## config.mk

```make
export PLATFORM = sky130hd
export DESIGN_NAME = sad_detector
export DESIGN_NICKNAME = d
export VERILOG_FILES = /design/src/inc/sad_pkg.sv /design/src/logic/sad_alarm_log.sv /design/src/logic/sad_detector.sv
export SDC_FILE = /design/constraint.sdc
export NUM_CORES = 2
export LEC_CHECK = 0
export ABC_AREA = 1
export BUFFER_PORTS_ARGS = -buffer_cell sky130_fd_sc_hd__buf_4
export CAP_MARGIN = 30
export CORE_MARGIN = 5
export CORE_UTILIZATION = 45
export CTS_CLUSTER_SIZE = 8
export DETAILED_ROUTE_END_ITERATION = 10
export PLACE_DENSITY = 0.74
export SYNTH_ARGS = -nofsm -noshare
export SYNTH_HDL_FRONTEND = slang
export SYNTH_HIERARCHICAL = 1
export SYNTH_SLANG_ARGS = --single-unit
```

## constraint.sdc

```tcl
create_clock -name core_clk -period 8.55 [get_ports core_clk]
set_clock_uncertainty 0.1 [all_clocks]
set_input_delay 1.2825 -clock core_clk [delete_from_list [all_inputs] [get_ports core_clk]]
set_output_delay 1.2825 -clock core_clk [all_outputs]
set_load 0.03 [all_outputs]
```

## src/inc/sad_pkg.sv

```systemverilog
// servo alarm detector constants: register map, alarm codes, timing
// assumes a 20 MHz core clock and an Avalon-MM register bus with 32-bit data
package sad_pkg;
    // register byte offsets
    localparam logic [3:0] ADDR_ALARM    = 4'h0;
    localparam logic [3:0] ADDR_STATUS   = 4'h4;
    localparam logic [3:0] ADDR_MASK     = 4'h8;
    localparam logic [3:0] ADDR_CFG_A    = 4'hC;
    localparam logic [3:0] ADDR_CFG_B    = 4'h0;
    // second page: address bit 4 set
    localparam logic [3:0] ADDR_CFG_C    = 4'h4;
    localparam logic [3:0] ADDR_LOG_ADDR = 4'h8;
    localparam logic [3:0] ADDR_LOG_DATA = 4'hC;

    // two-digit alarm codes, held as BCD
    localparam logic [7:0] ALM_NONE      = 8'h00;
    localparam logic [7:0] ALM_GEAR      = 8'h27;
    localparam logic [7:0] ALM_OVERRUN   = 8'h34;
    localparam logic [7:0] ALM_PARAM_ERR = 8'h36;
    localparam logic [7:0] ALM_PARAM_BAD = 8'h37;
    localparam logic [7:0] ALM_TRAVEL    = 8'h38;
    localparam logic [7:0] ALM_ANALOG1   = 8'h39;
    localparam logic [7:0] ALM_ONE_TURN  = 8'h44;
    localparam logic [7:0] ALM_MULTI     = 8'h45;
    localparam logic [7:0] ALM_ENC_FAULT = 8'h46;
    localparam logic [7:0] ALM_ENC_MOVE  = 8'h47;
    localparam logic [7:0] ALM_INDEX     = 8'h48;
    localparam logic [7:0] ALM_SERIAL    = 8'h49;
    localparam logic [7:0] ALM_CPU1      = 8'h58;
    localparam logic [7:0] ALM_CPU2      = 8'h60;
    localparam logic [7:0] ALM_CPU3      = 8'h61;
    localparam logic [7:0] ALM_CPU4      = 8'h62;
    localparam logic [7:0] ALM_CPU5      = 8'h63;
    localparam logic [7:0] ALM_ANALOG2   = 8'h65;

    // event bit positions in status and mask
    localparam int EV_N = 18;
    localparam int EV_GEAR = 0;
    localparam int EV_OVERRUN = 1;
    localparam int EV_PARAM_ERR = 2;
    localparam int EV_PARAM_BAD = 3;
    localparam int EV_TRAVEL = 4;
    localparam int EV_ANALOG1 = 5;
    localparam int EV_ONE_TURN = 6;
    localparam int EV_MULTI = 7;
    localparam int EV_ENC_FAULT = 8;
    localparam int EV_ENC_MOVE = 9;
    localparam int EV_INDEX = 10;
    localparam int EV_SERIAL = 11;
    localparam int EV_CPU0 = 12;
    localparam int EV_ANALOG2 = 17;
    localparam int CPU_N = 5;

    // gear limit: 500 kpps command rate
    localparam int RATE_LIMIT_KPPS = 500;
    localparam int CLK_HZ = 20000000;
    localparam logic [31:0] RATE_LIMIT_PPS = 32'(RATE_LIMIT_KPPS * 1000);
    // rate measurement window of 1 ms
    localparam int RATE_WIN_US = 1000;
    localparam logic [15:0] RATE_WIN_CYC = 16'(CLK_HZ / 1000000 * RATE_WIN_US);
    // pulses per window at the limit
    localparam logic [31:0] RATE_LIMIT_WIN = 32'(RATE_LIMIT_KPPS * RATE_WIN_US / 1000);

    // power-on check window after reset release
    localparam logic [7:0] POWERON_CYC = 8'h10;
    // default index timeout (cycles), above 4096 so it is a top parameter
    localparam int INDEX_TIMEOUT_DEF = 200000;

    // reset values of configuration fields
    localparam logic [15:0] GEAR_NUMER_RST = 16'h0001;
    localparam logic [15:0] GEAR_DENOM_RST = 16'h0001;
    localparam logic [15:0] THRESH_RST    = 16'h7FFF;
    localparam logic [15:0] OVERRUN_RST   = 16'h0000;
    localparam logic [1:0]  TBSEL_RST     = 2'h0;
    localparam logic [EV_N-1:0] MASK_RST  = '0;
    localparam logic [3:0]  LOG_DEPTH_LOG2 = 4'h4;
endpackage

```

## src/logic/sad_alarm_log.sv

```systemverilog
// small memory holding the first 16 alarm codes seen since reset
// assumes one write port from the detector and one registered read port
`timescale 1ns/1ps
module sad_alarm_log (
    input wire logic core_clk,
    input wire logic wr_en,
    input wire logic [3:0] wr_addr,
    input wire logic [7:0] wr_data,
    input wire logic [3:0] rd_addr,
    output logic [7:0] rd_data
);
    logic [7:0] mem [0:15];

    // contents need no reset; the valid count lives in the detector
    always_ff @(posedge core_clk)
    begin
        if (wr_en)
        begin
            mem[wr_addr] <= wr_data;
        end
        rd_data <= mem[rd_addr];
    end
endmodule

```

## src/logic/sad_detector.sv

```systemverilog
// servo alarm detector: watches parameters, limits, analog inputs, encoder
// status and self-checks, latches the first alarm code, Avalon-MM slave
// assumes pins are asynchronous to core_clk; analog values arrive as sampled words
`timescale 1ns/1ps
// Summary of operation
// - a command while the gear numerator pushes the command rate above 500 kpps raises alarm 27.
// - a data error in the parameters read at power-on raises alarm 36.
// - a corrupt parameter block at power-on raises alarm 37, separate from alarm 36.
// - both travel-prohibit inputs inactive together at power-on or in operation raise alarm 38.
// - the travel-block selection setting decides whether the prohibit check runs.
// - analog input 1 above the analog-excess threshold in operation raises alarm 39.
// - analog input 2 above the same threshold in operation raises alarm 65.
// - single-turn and multi-turn encoder counter faults at power-on raise alarms 44 and 45.
// - an encoder fault indication at power-on raises alarm 46.
// - absolute encoder status showing motion at power-up raises alarm 47.
// - a missing once-per-turn index pulse in operation raises alarm 48.
// - processor self-check failures at power-on raise alarms 58, 60, 61, 62 or 63.
module sad_detector #(
    parameter int INDEX_TIMEOUT = sad_pkg::INDEX_TIMEOUT_DEF
) (
    input wire logic core_clk,
    input wire logic reset_n,
    input wire logic [4:0] avs_address,
    input wire logic avs_read,
    input wire logic avs_write,
    input wire logic [31:0] avs_writedata,
    output logic [31:0] avs_readdata,
    output logic avs_waitrequest,
    output logic irq,
    input wire logic fwd_travel_block_in,
    input wire logic rev_travel_block_in,
    input wire logic cmd_pulse_in,
    input wire logic enc_index_in,
    input wire logic enc_position_serial,
    input wire logic [15:0] analog_cmd_1,
    input wire logic [15:0] analog_cmd_2,
    input wire logic [15:0] travel_position,
    input wire logic param_data_err,
    input wire logic param_corrupt,
    input wire logic enc_one_turn_fault,
    input wire logic enc_multi_turn_fault,
    input wire logic enc_link_fault,
    input wire logic enc_moving_at_power,
    input wire logic enc_serial_logic_err,
    input wire logic [4:0] cpu_check_fail,
    input wire logic run_active,
    output logic [7:0] alarm_code,
    output logic alarm_active
);
    // pin synchronisers, two flops each
    localparam int PIN_N = 4;
    logic [PIN_N-1:0] pin_s1, pin_s2, pin_s3;
    logic fwd_s, rev_s, cmd_s, idx_s, cmd_rise, idx_rise;
    always_ff @(posedge core_clk)
    begin
        pin_s1 <= {enc_index_in, cmd_pulse_in, rev_travel_block_in, fwd_travel_block_in};
        pin_s2 <= pin_s1;
        pin_s3 <= pin_s2;
    end
    assign fwd_s = pin_s2[0];
    assign rev_s = pin_s2[1];
    assign cmd_s = pin_s2[2];
    assign idx_s = pin_s2[3];
    assign cmd_rise = cmd_s & ~pin_s3[2];
    assign idx_rise = idx_s & ~pin_s3[3];

    // registers
    logic [sad_pkg::EV_N-1:0] status, mask, next_status, next_mask;
    logic [15:0] gear_numer_a, gear_numer_b, gear_denom, next_numer_a, next_numer_b, next_denom;
    logic [15:0] analog_excess_thresh_cfg, overrun_limit_cfg, next_thresh, next_overrun;
    logic [1:0] travel_block_select_cfg, next_tbsel;
    logic abs_encoder_op_select_cfg, next_abs_sel, gear_sel, next_gear_sel;
    logic [3:0] log_rd_addr, next_log_rd_addr;

    // power-on window and rate counters
    logic [7:0] pon_cnt, next_pon_cnt;
    logic [15:0] win_cnt, next_win_cnt;
    logic [31:0] pulse_cnt, next_pulse_cnt;
    logic [31:0] idx_cnt, next_idx_cnt;
    logic in_power_on;
    assign in_power_on = pon_cnt != sad_pkg::POWERON_CYC;

    // events
    logic [sad_pkg::EV_N-1:0] ev;
    logic [31:0] numer_sel, scaled_rate;
    logic travel_check_on;
    assign numer_sel = {16'h0000, gear_sel ? gear_numer_b : gear_numer_a};
    // scaled pulses this window = input pulses * numer / denom, compared without division
    assign scaled_rate = 32'(pulse_cnt * numer_sel);
    // selection 0: both inputs checked; 1: inputs disabled; others: checked
    assign travel_check_on = travel_block_select_cfg != 2'h1;

    always_comb
    begin
        ev = '0;
        ev[sad_pkg::EV_GEAR] = cmd_rise &&
            scaled_rate > 32'(sad_pkg::RATE_LIMIT_WIN * {16'h0000, gear_denom});
        ev[sad_pkg::EV_OVERRUN] = !in_power_on && run_active && overrun_limit_cfg != 16'h0000 &&
            travel_position > overrun_limit_cfg;
        ev[sad_pkg::EV_PARAM_ERR] = in_power_on && param_data_err;
        ev[sad_pkg::EV_PARAM_BAD] = in_power_on && param_corrupt;
        ev[sad_pkg::EV_TRAVEL] = travel_check_on && !fwd_s && !rev_s;
        ev[sad_pkg::EV_ANALOG1] = !in_power_on && run_active &&
            analog_cmd_1 > analog_excess_thresh_cfg;
        ev[sad_pkg::EV_ANALOG2] = !in_power_on && run_active &&
            analog_cmd_2 > analog_excess_thresh_cfg;
        ev[sad_pkg::EV_ONE_TURN] = in_power_on && abs_encoder_op_select_cfg && enc_one_turn_fault;
        ev[sad_pkg::EV_MULTI] = in_power_on && abs_encoder_op_select_cfg && enc_multi_turn_fault;
        ev[sad_pkg::EV_ENC_FAULT] = in_power_on && enc_link_fault;
        ev[sad_pkg::EV_ENC_MOVE] = in_power_on && abs_encoder_op_select_cfg && enc_moving_at_power;
        ev[sad_pkg::EV_INDEX] = !in_power_on && run_active &&
            idx_cnt >= 32'(INDEX_TIMEOUT);
        ev[sad_pkg::EV_SERIAL] = !in_power_on && run_active && enc_serial_logic_err;
        for (int i = 0; i < sad_pkg::CPU_N; i++)
        begin
            ev[sad_pkg::EV_CPU0 + i] = in_power_on && cpu_check_fail[i];
        end
    end

    // the serial line itself is watched only through enc_serial_logic_err; the raw
    // line is kept on the port so a later decoder can sit here
    logic unused_serial;
    assign unused_serial = enc_position_serial;

    function automatic logic [7:0] code_of(input logic [sad_pkg::EV_N-1:0] e);
        logic [7:0] c;
        c = sad_pkg::ALM_NONE;
        // lowest code number wins when several fire in one cycle
        if (e[sad_pkg::EV_ANALOG2]) c = sad_pkg::ALM_ANALOG2;
        if (e[sad_pkg::EV_CPU0 + 4]) c = sad_pkg::ALM_CPU5;
        if (e[sad_pkg::EV_CPU0 + 3]) c = sad_pkg::ALM_CPU4;
        if (e[sad_pkg::EV_CPU0 + 2]) c = sad_pkg::ALM_CPU3;
        if (e[sad_pkg::EV_CPU0 + 1]) c = sad_pkg::ALM_CPU2;
        if (e[sad_pkg::EV_CPU0]) c = sad_pkg::ALM_CPU1;
        if (e[sad_pkg::EV_SERIAL]) c = sad_pkg::ALM_SERIAL;
        if (e[sad_pkg::EV_INDEX]) c = sad_pkg::ALM_INDEX;
        if (e[sad_pkg::EV_ENC_MOVE]) c = sad_pkg::ALM_ENC_MOVE;
        if (e[sad_pkg::EV_ENC_FAULT]) c = sad_pkg::ALM_ENC_FAULT;
        if (e[sad_pkg::EV_MULTI]) c = sad_pkg::ALM_MULTI;
        if (e[sad_pkg::EV_ONE_TURN]) c = sad_pkg::ALM_ONE_TURN;
        if (e[sad_pkg::EV_ANALOG1]) c = sad_pkg::ALM_ANALOG1;
        if (e[sad_pkg::EV_TRAVEL]) c = sad_pkg::ALM_TRAVEL;
        if (e[sad_pkg::EV_PARAM_BAD]) c = sad_pkg::ALM_PARAM_BAD;
        if (e[sad_pkg::EV_PARAM_ERR]) c = sad_pkg::ALM_PARAM_ERR;
        if (e[sad_pkg::EV_OVERRUN]) c = sad_pkg::ALM_OVERRUN;
        if (e[sad_pkg::EV_GEAR]) c = sad_pkg::ALM_GEAR;
        return c;
    endfunction

    // alarm latch and log
    logic [7:0] next_alarm_code, new_code;
    logic next_alarm_active;
    logic [3:0] log_wr_ptr, next_log_wr_ptr;
    logic [4:0] log_count, next_log_count;
    logic log_we;
    logic [7:0] log_rd_data;
    assign new_code = code_of(ev);
    assign log_we = |ev && (log_count != 5'h10);

    always_comb
    begin
        next_alarm_code = alarm_code;
        next_alarm_active = alarm_active;
        next_log_wr_ptr = log_wr_ptr;
        next_log_count = log_count;
        // first alarm sticks until reset; later ones only fill the log
        if (!alarm_active && |ev)
        begin
            next_alarm_code = new_code;
            next_alarm_active = 1'b1;
        end
        if (log_we)
        begin
            next_log_wr_ptr = log_wr_ptr + 4'h1;
            next_log_count = log_count + 5'h01;
        end
    end

    sad_alarm_log u_log (
        .core_clk(core_clk),
        .wr_en(log_we),
        .wr_addr(log_wr_ptr),
        .wr_data(new_code),
        .rd_addr(log_rd_addr),
        .rd_data(log_rd_data)
    );

    // counters
    always_comb
    begin
        next_pon_cnt = in_power_on ? pon_cnt + 8'h01 : pon_cnt;
        next_win_cnt = win_cnt + 16'h0001;
        next_pulse_cnt = cmd_rise ? pulse_cnt + 32'h00000001 : pulse_cnt;
        if (win_cnt == sad_pkg::RATE_WIN_CYC - 16'h0001)
        begin
            next_win_cnt = 16'h0000;
            next_pulse_cnt = 32'h00000000;
        end
        next_idx_cnt = (idx_rise || !run_active) ? 32'h00000000 : idx_cnt + 32'h00000001;
        if (idx_cnt >= 32'(INDEX_TIMEOUT))
        begin
            next_idx_cnt = idx_cnt;
        end
    end

    // bus: one wait cycle per access, answer on the second edge
    logic bus_ack, next_bus_ack;
    logic [31:0] next_readdata;
    logic next_wait;
    logic acc;
    logic is_rd_status;
    assign acc = (avs_read || avs_write) && !bus_ack;
    assign is_rd_status = avs_read && acc && avs_address == {1'b0, sad_pkg::ADDR_STATUS};

    always_comb
    begin
        next_bus_ack = acc;
        next_wait = !acc;
        next_readdata = avs_readdata;
        next_mask = mask;
        next_numer_a = gear_numer_a;
        next_numer_b = gear_numer_b;
        next_denom = gear_denom;
        next_thresh = analog_excess_thresh_cfg;
        next_overrun = overrun_limit_cfg;
        next_tbsel = travel_block_select_cfg;
        next_abs_sel = abs_encoder_op_select_cfg;
        next_gear_sel = gear_sel;
        next_log_rd_addr = log_rd_addr;
        // read clears status; a same-cycle event still sets its bit
        next_status = (is_rd_status ? '0 : status) | ev;
        if (acc && avs_read)
        begin
            unique case (avs_address)
                {1'b0, sad_pkg::ADDR_ALARM}: next_readdata = {23'h0, alarm_active, alarm_code};
                {1'b0, sad_pkg::ADDR_STATUS}: next_readdata = {14'h0, status};
                {1'b0, sad_pkg::ADDR_MASK}: next_readdata = {14'h0, mask};
                {1'b0, sad_pkg::ADDR_CFG_A}: next_readdata = {gear_numer_b, gear_numer_a};
                {1'b1, sad_pkg::ADDR_CFG_B}: next_readdata = {overrun_limit_cfg, gear_denom};
                {1'b1, sad_pkg::ADDR_CFG_C}: next_readdata = {12'h0, gear_sel, abs_encoder_op_select_cfg,
                    travel_block_select_cfg, analog_excess_thresh_cfg};
                {1'b1, sad_pkg::ADDR_LOG_ADDR}: next_readdata = {23'h0, log_count, log_rd_addr};
                {1'b1, sad_pkg::ADDR_LOG_DATA}: next_readdata = {24'h0, log_rd_data};
                default: next_readdata = 32'h00000000;
            endcase
        end
        if (acc && avs_write)
        begin
            unique case (avs_address)
                {1'b0, sad_pkg::ADDR_MASK}: next_mask = avs_writedata[sad_pkg::EV_N-1:0];
                {1'b0, sad_pkg::ADDR_CFG_A}:
                begin
                    next_numer_a = avs_writedata[15:0];
                    next_numer_b = avs_writedata[31:16];
                end
                {1'b1, sad_pkg::ADDR_CFG_B}:
                begin
                    next_denom = avs_writedata[15:0];
                    next_overrun = avs_writedata[31:16];
                end
                {1'b1, sad_pkg::ADDR_CFG_C}:
                begin
                    next_thresh = avs_writedata[15:0];
                    next_tbsel = avs_writedata[17:16];
                    next_abs_sel = avs_writedata[18];
                    next_gear_sel = avs_writedata[19];
                end
                {1'b1, sad_pkg::ADDR_LOG_ADDR}: next_log_rd_addr = avs_writedata[3:0];
                default: next_log_rd_addr = log_rd_addr;
            endcase
        end
    end

    always_ff @(posedge core_clk)
    begin
        if (!reset_n)
        begin
            status <= '0;
            mask <= sad_pkg::MASK_RST;
            gear_numer_a <= sad_pkg::GEAR_NUMER_RST;
            gear_numer_b <= sad_pkg::GEAR_NUMER_RST;
            gear_denom <= sad_pkg::GEAR_DENOM_RST;
            analog_excess_thresh_cfg <= sad_pkg::THRESH_RST;
            overrun_limit_cfg <= sad_pkg::OVERRUN_RST;
            travel_block_select_cfg <= sad_pkg::TBSEL_RST;
            abs_encoder_op_select_cfg <= 1'b1;
            gear_sel <= 1'b0;
            log_rd_addr <= 4'h0;
            pon_cnt <= 8'h00;
            win_cnt <= 16'h0000;
            pulse_cnt <= 32'h00000000;
            idx_cnt <= 32'h00000000;
            alarm_code <= sad_pkg::ALM_NONE;
            alarm_active <= 1'b0;
            log_wr_ptr <= 4'h0;
            log_count <= 5'h00;
            bus_ack <= 1'b0;
            avs_waitrequest <= 1'b1;
            avs_readdata <= 32'h00000000;
            irq <= 1'b0;
        end
        else
        begin
            status <= next_status;
            mask <= next_mask;
            gear_numer_a <= next_numer_a;
            gear_numer_b <= next_numer_b;
            gear_denom <= next_denom;
            analog_excess_thresh_cfg <= next_thresh;
            overrun_limit_cfg <= next_overrun;
            travel_block_select_cfg <= next_tbsel;
            abs_encoder_op_select_cfg <= next_abs_sel;
            gear_sel <= next_gear_sel;
            log_rd_addr <= next_log_rd_addr;
            pon_cnt <= next_pon_cnt;
            win_cnt <= next_win_cnt;
            pulse_cnt <= next_pulse_cnt;
            idx_cnt <= next_idx_cnt;
            alarm_code <= next_alarm_code;
            alarm_active <= next_alarm_active;
            log_wr_ptr <= next_log_wr_ptr;
            log_count <= next_log_count;
            bus_ack <= next_bus_ack;
            avs_waitrequest <= next_wait;
            avs_readdata <= next_readdata;
            irq <= |(next_status & next_mask);
        end
    end
endmodule

```

==> results.sh <==
export IMPL_route_detailed_wl_per_inst_um=17.3
export IMPL_num_io_pins=150
export IMPL_die_height_um=283
export IMPL_final_nets=5227
export IMPL_grt_use_total_pct=23.6
export IMPL_count_of_mapped_cells_out_of_synthesis=4240
export IMPL_synth_edf_count=128
export IMPL_die_width_um=283
export IMPL_critical_path_startpoint_type="flip-flop"
export IMPL_row_count=100
export IMPL_finalCoreUtilization_pct=53.6
export IMPL_yosysUniqueCellTypes=57
export IMPL_synthFlopType="dfxtp_1"
export IMPL_fillerInstances=6622
export IMPL_worstSetupPathType="flip-flop to flip-flop"
export IMPL_cts_buffers_inserted=58
export IMPL_drive_gt1_share_pct=13.0
export IMPL_synth_seq_area_share_pct=28.3
export IMPL_synth_ff_latch_count=410
export IMPL_cp_num_buf_inv=12
export IMPL_worst_ep_arrival_time_ps=8610
export IMPL_number_of_antenna_violations_at_the_first_check_in_global_routing=3
export IMPL_pwr_density_cell_nw_per_um2=115
export IMPL_p_total_mw=4.58
export IMPL_worst_r2r_startpoint="gear_sel$_SDFFE_PN0P_"
export IMPL_syn_area_um2=33500
export IMPL_port_buffer_count=147
export IMPL_critPathMaxFanout=8
export IMPL_critical_path_slowest_cell="fa_2"
export IMPL_grt_max_degree=74
export IMPL_endpoint_kind="flip-flop"
export IMPL_hold_viol_final=0
export IMPL_rrSetupSlack_ps=200
export IMPL_grt_first_pass_wirelength_um=151000
export IMPL_drt_wl_total_um=96400
export IMPL_async_flop_share_pct=0
export IMPL_cts_max_path_buffers=3
export IMPL_gp_congestion=0.946
export IMPL_layoutNonFillerInstCount=5562
export IMPL_hold_start="pin_s1[2]$_DFF_P_"
export IMPL_holdCritPathClass="flip-flop to flip-flop"
export IMPL_cts_htree_levels=2
export IMPL_layout_commonest_cell="nand2_1"
export IMPL_stdcell_area_um2=39700
export IMPL_area_growth_synth_to_final_pct=18.6
export IMPL_holdBufCountCts=0
export IMPL_coreArea_um2=74100
export IMPL_post_synth_cell_area_avg_um2=7.90
export IMPL_first_iter_violations=2779
export IMPL_grt_pass1_vias=28900
export IMPL_fp_dieArea_um2=80000
export IMPL_dpl_instance_area_um2=37200
export IMPL_finalCritPeriodShare_pct=97.6
export IMPL_drv_max_cap_violation_count=0
export IMPL_drc=0
export IMPL_max_slew_margin_rel_pct=39.5
export IMPL_layout_cells_most_common_list="nand2_1, inv_1, buf_4"
export IMPL_max_clock_freq_mhz=120
export IMPL_detail_route_vias_per_cell=5.26
export IMPL_report_final_slew_viol_count=0
export IMPL_vdd_ir_drop_worst_uv=208
export IMPL_setup_viol=0
export IMPL_crit_start="gear_sel$_SDFFE_PN0P_"
export IMPL_dr_total_vias=29300
export IMPL_clkTransAtPathRegs_ps=50
export IMPL_power_static_leakage_nw=18.5
export IMPL_critical_path_rt_ps=8810
export IMPL_fin_crit_ps=8350
export IMPL_clock_sinks=410
export IMPL_status="finished, final reports clean"
export IMPL_cpMostUsedCell="nand2_1"
export IMPL_overflow=0
export IMPL_critical_path_top_delay_family="adder cells"
export IMPL_stage_delay_of_the_slowest_cell_on_the_critical_path_ps=560
export IMPL_placedCellCount=5452
export IMPL_clock_insertion_delay_worst_skew_ps=650
export IMPL_timing_worst_slew_pin_value_ps=908
export IMPL_synthesis_yosys_warnings=6
export IMPL_clock_tree_from_tritoncts="built"
export IMPL_cts_root_buf="clkbuf_16"
export IMPL_drtPass1Iterations=6
export IMPL_start_util_pct=45.2
export IMPL_route_antenna_remaining_nets=0
export IMPL_detailed_place_hpwl_um=74900
==> logic make-up after synthesis <==
logic type / synth area share, %
fa+ha+maj: 28.8
xor+xnor: 1.65
flops: 28.3
compound gates: 9.28
buf+inv: 11.7
other cells: 0.0112
simple gates: 20.3
==> cell usage after synthesis (21+ instances only) <==
cell	count	area (um^2)
nand2_1	937	3520
inv_1	835	3130
nor2_1	384	1440
fa_1	358	7170
dfxtp_1	282	5650
a21oi_1	221	1110
ha_1	197	2460
nand3_1	196	981
o21ai_0	179	896
edfxtp_1	128	3840
clkbuf_1	122	458
nor3_1	48	240
xor2_1	39	342
nand4_1	35	219
o22ai_1	31	194
nor4_1	24	150
xnor2_1	24	210
o211ai_1	21	158
==> report_power, final <==
group	internal (mW)	switching, mW	leakage (nW)
Sequential	2.05	0.0225	3.44
Clock	1.26	0.864	0.795
Combinational	0.141	0.244	14.2
==> area by class of cell <==
| cell class | instances | area, um^2 | share of cell area (%) |
|---|---|---|---|
| Antenna cell | 2 | 5.00 | 0.0126 |
| Clock buffer | 82 | 1570 | 3.96 |
| Clock inverter | 4 | 97.6 | 0.246 |
| Inverter | 851 | 3220 | 8.10 |
| Multi-Input combinational cell | 2837 | 20700 | 52.1 |
| Sequential cell | 410 | 9490 | 23.9 |
| Tap cell | 969 | 1210 | 3.05 |
| Timing Repair Buffer | 406 | 3400 | 8.57 |
| Timing Repair inverter | 1 | 5.00 | 0.0126 |
==> sequential cells by signal (all words and copies together) (netlist names), 2 cells and up <==
name,count
pin_s1,4
log_wr_ptr,4
gear_numer_b,16
u_log/rd_data,8
gear_denom,16
pon_cnt,8
pin_s3,2
gear_numer_a,16
pin_s2,4
analog_excess_thresh_cfg,16
overrun_limit_cfg,16
status,18
u_log/mem,128
alarm_code,7
idx_cnt,32
win_cnt,16
mask,18
pulse_cnt,32
avs_readdata,32
travel_block_select_cfg,2
log_rd_addr,4
log_count,5
==> per-layer routing <==
metal | share of wire (%) | up-vias | track usage, %
met1 | 40 | 13900 | 30.8
met4 | 5.2 | 2 | 10.6
met3 | 8.8 | 290 | 4.00
met5 | 0.013 | - | 0
met2 | 46 | 1265 | 38.8
li1 | - | 13800 | -
==> metrics by stage <==
stage	hold slack, ps	setup TNS (ps)	worst slack, ps
after floorplan	210	0	377
after detailed placement	214	-40030	-293
after CTS	225	-302	-23.8
final	224	0	202
after global routing	228	-2250	-75.1
after global placement	211	-17930	-193
==> final timing paths <==
path              cells past startpoint                        end
hold / removal                        0          pin_s2[2]$_DFF_P_
hold reg to reg                       0          pin_s2[2]$_DFF_P_
setup reg to reg                     45  u_log/mem[4][7]$_DFFE_PP_
setup / recovery                     45  u_log/mem[4][7]$_DFFE_PP_
==> repair_timing <==
| item | 4_1_cts | 5_1_grt |
|---|---|---|
| pin swaps | 1 | 70 |
| resized for setup | 32 | 112 |
| hold endpoints to repair | 0 | 0 |
| buffers inserted | 1 | 16 |
| endpoints found under the setup margin | 234 | 259 |
| gates cloned | 0 | 4 |
(Power assumes the default switching activity.)
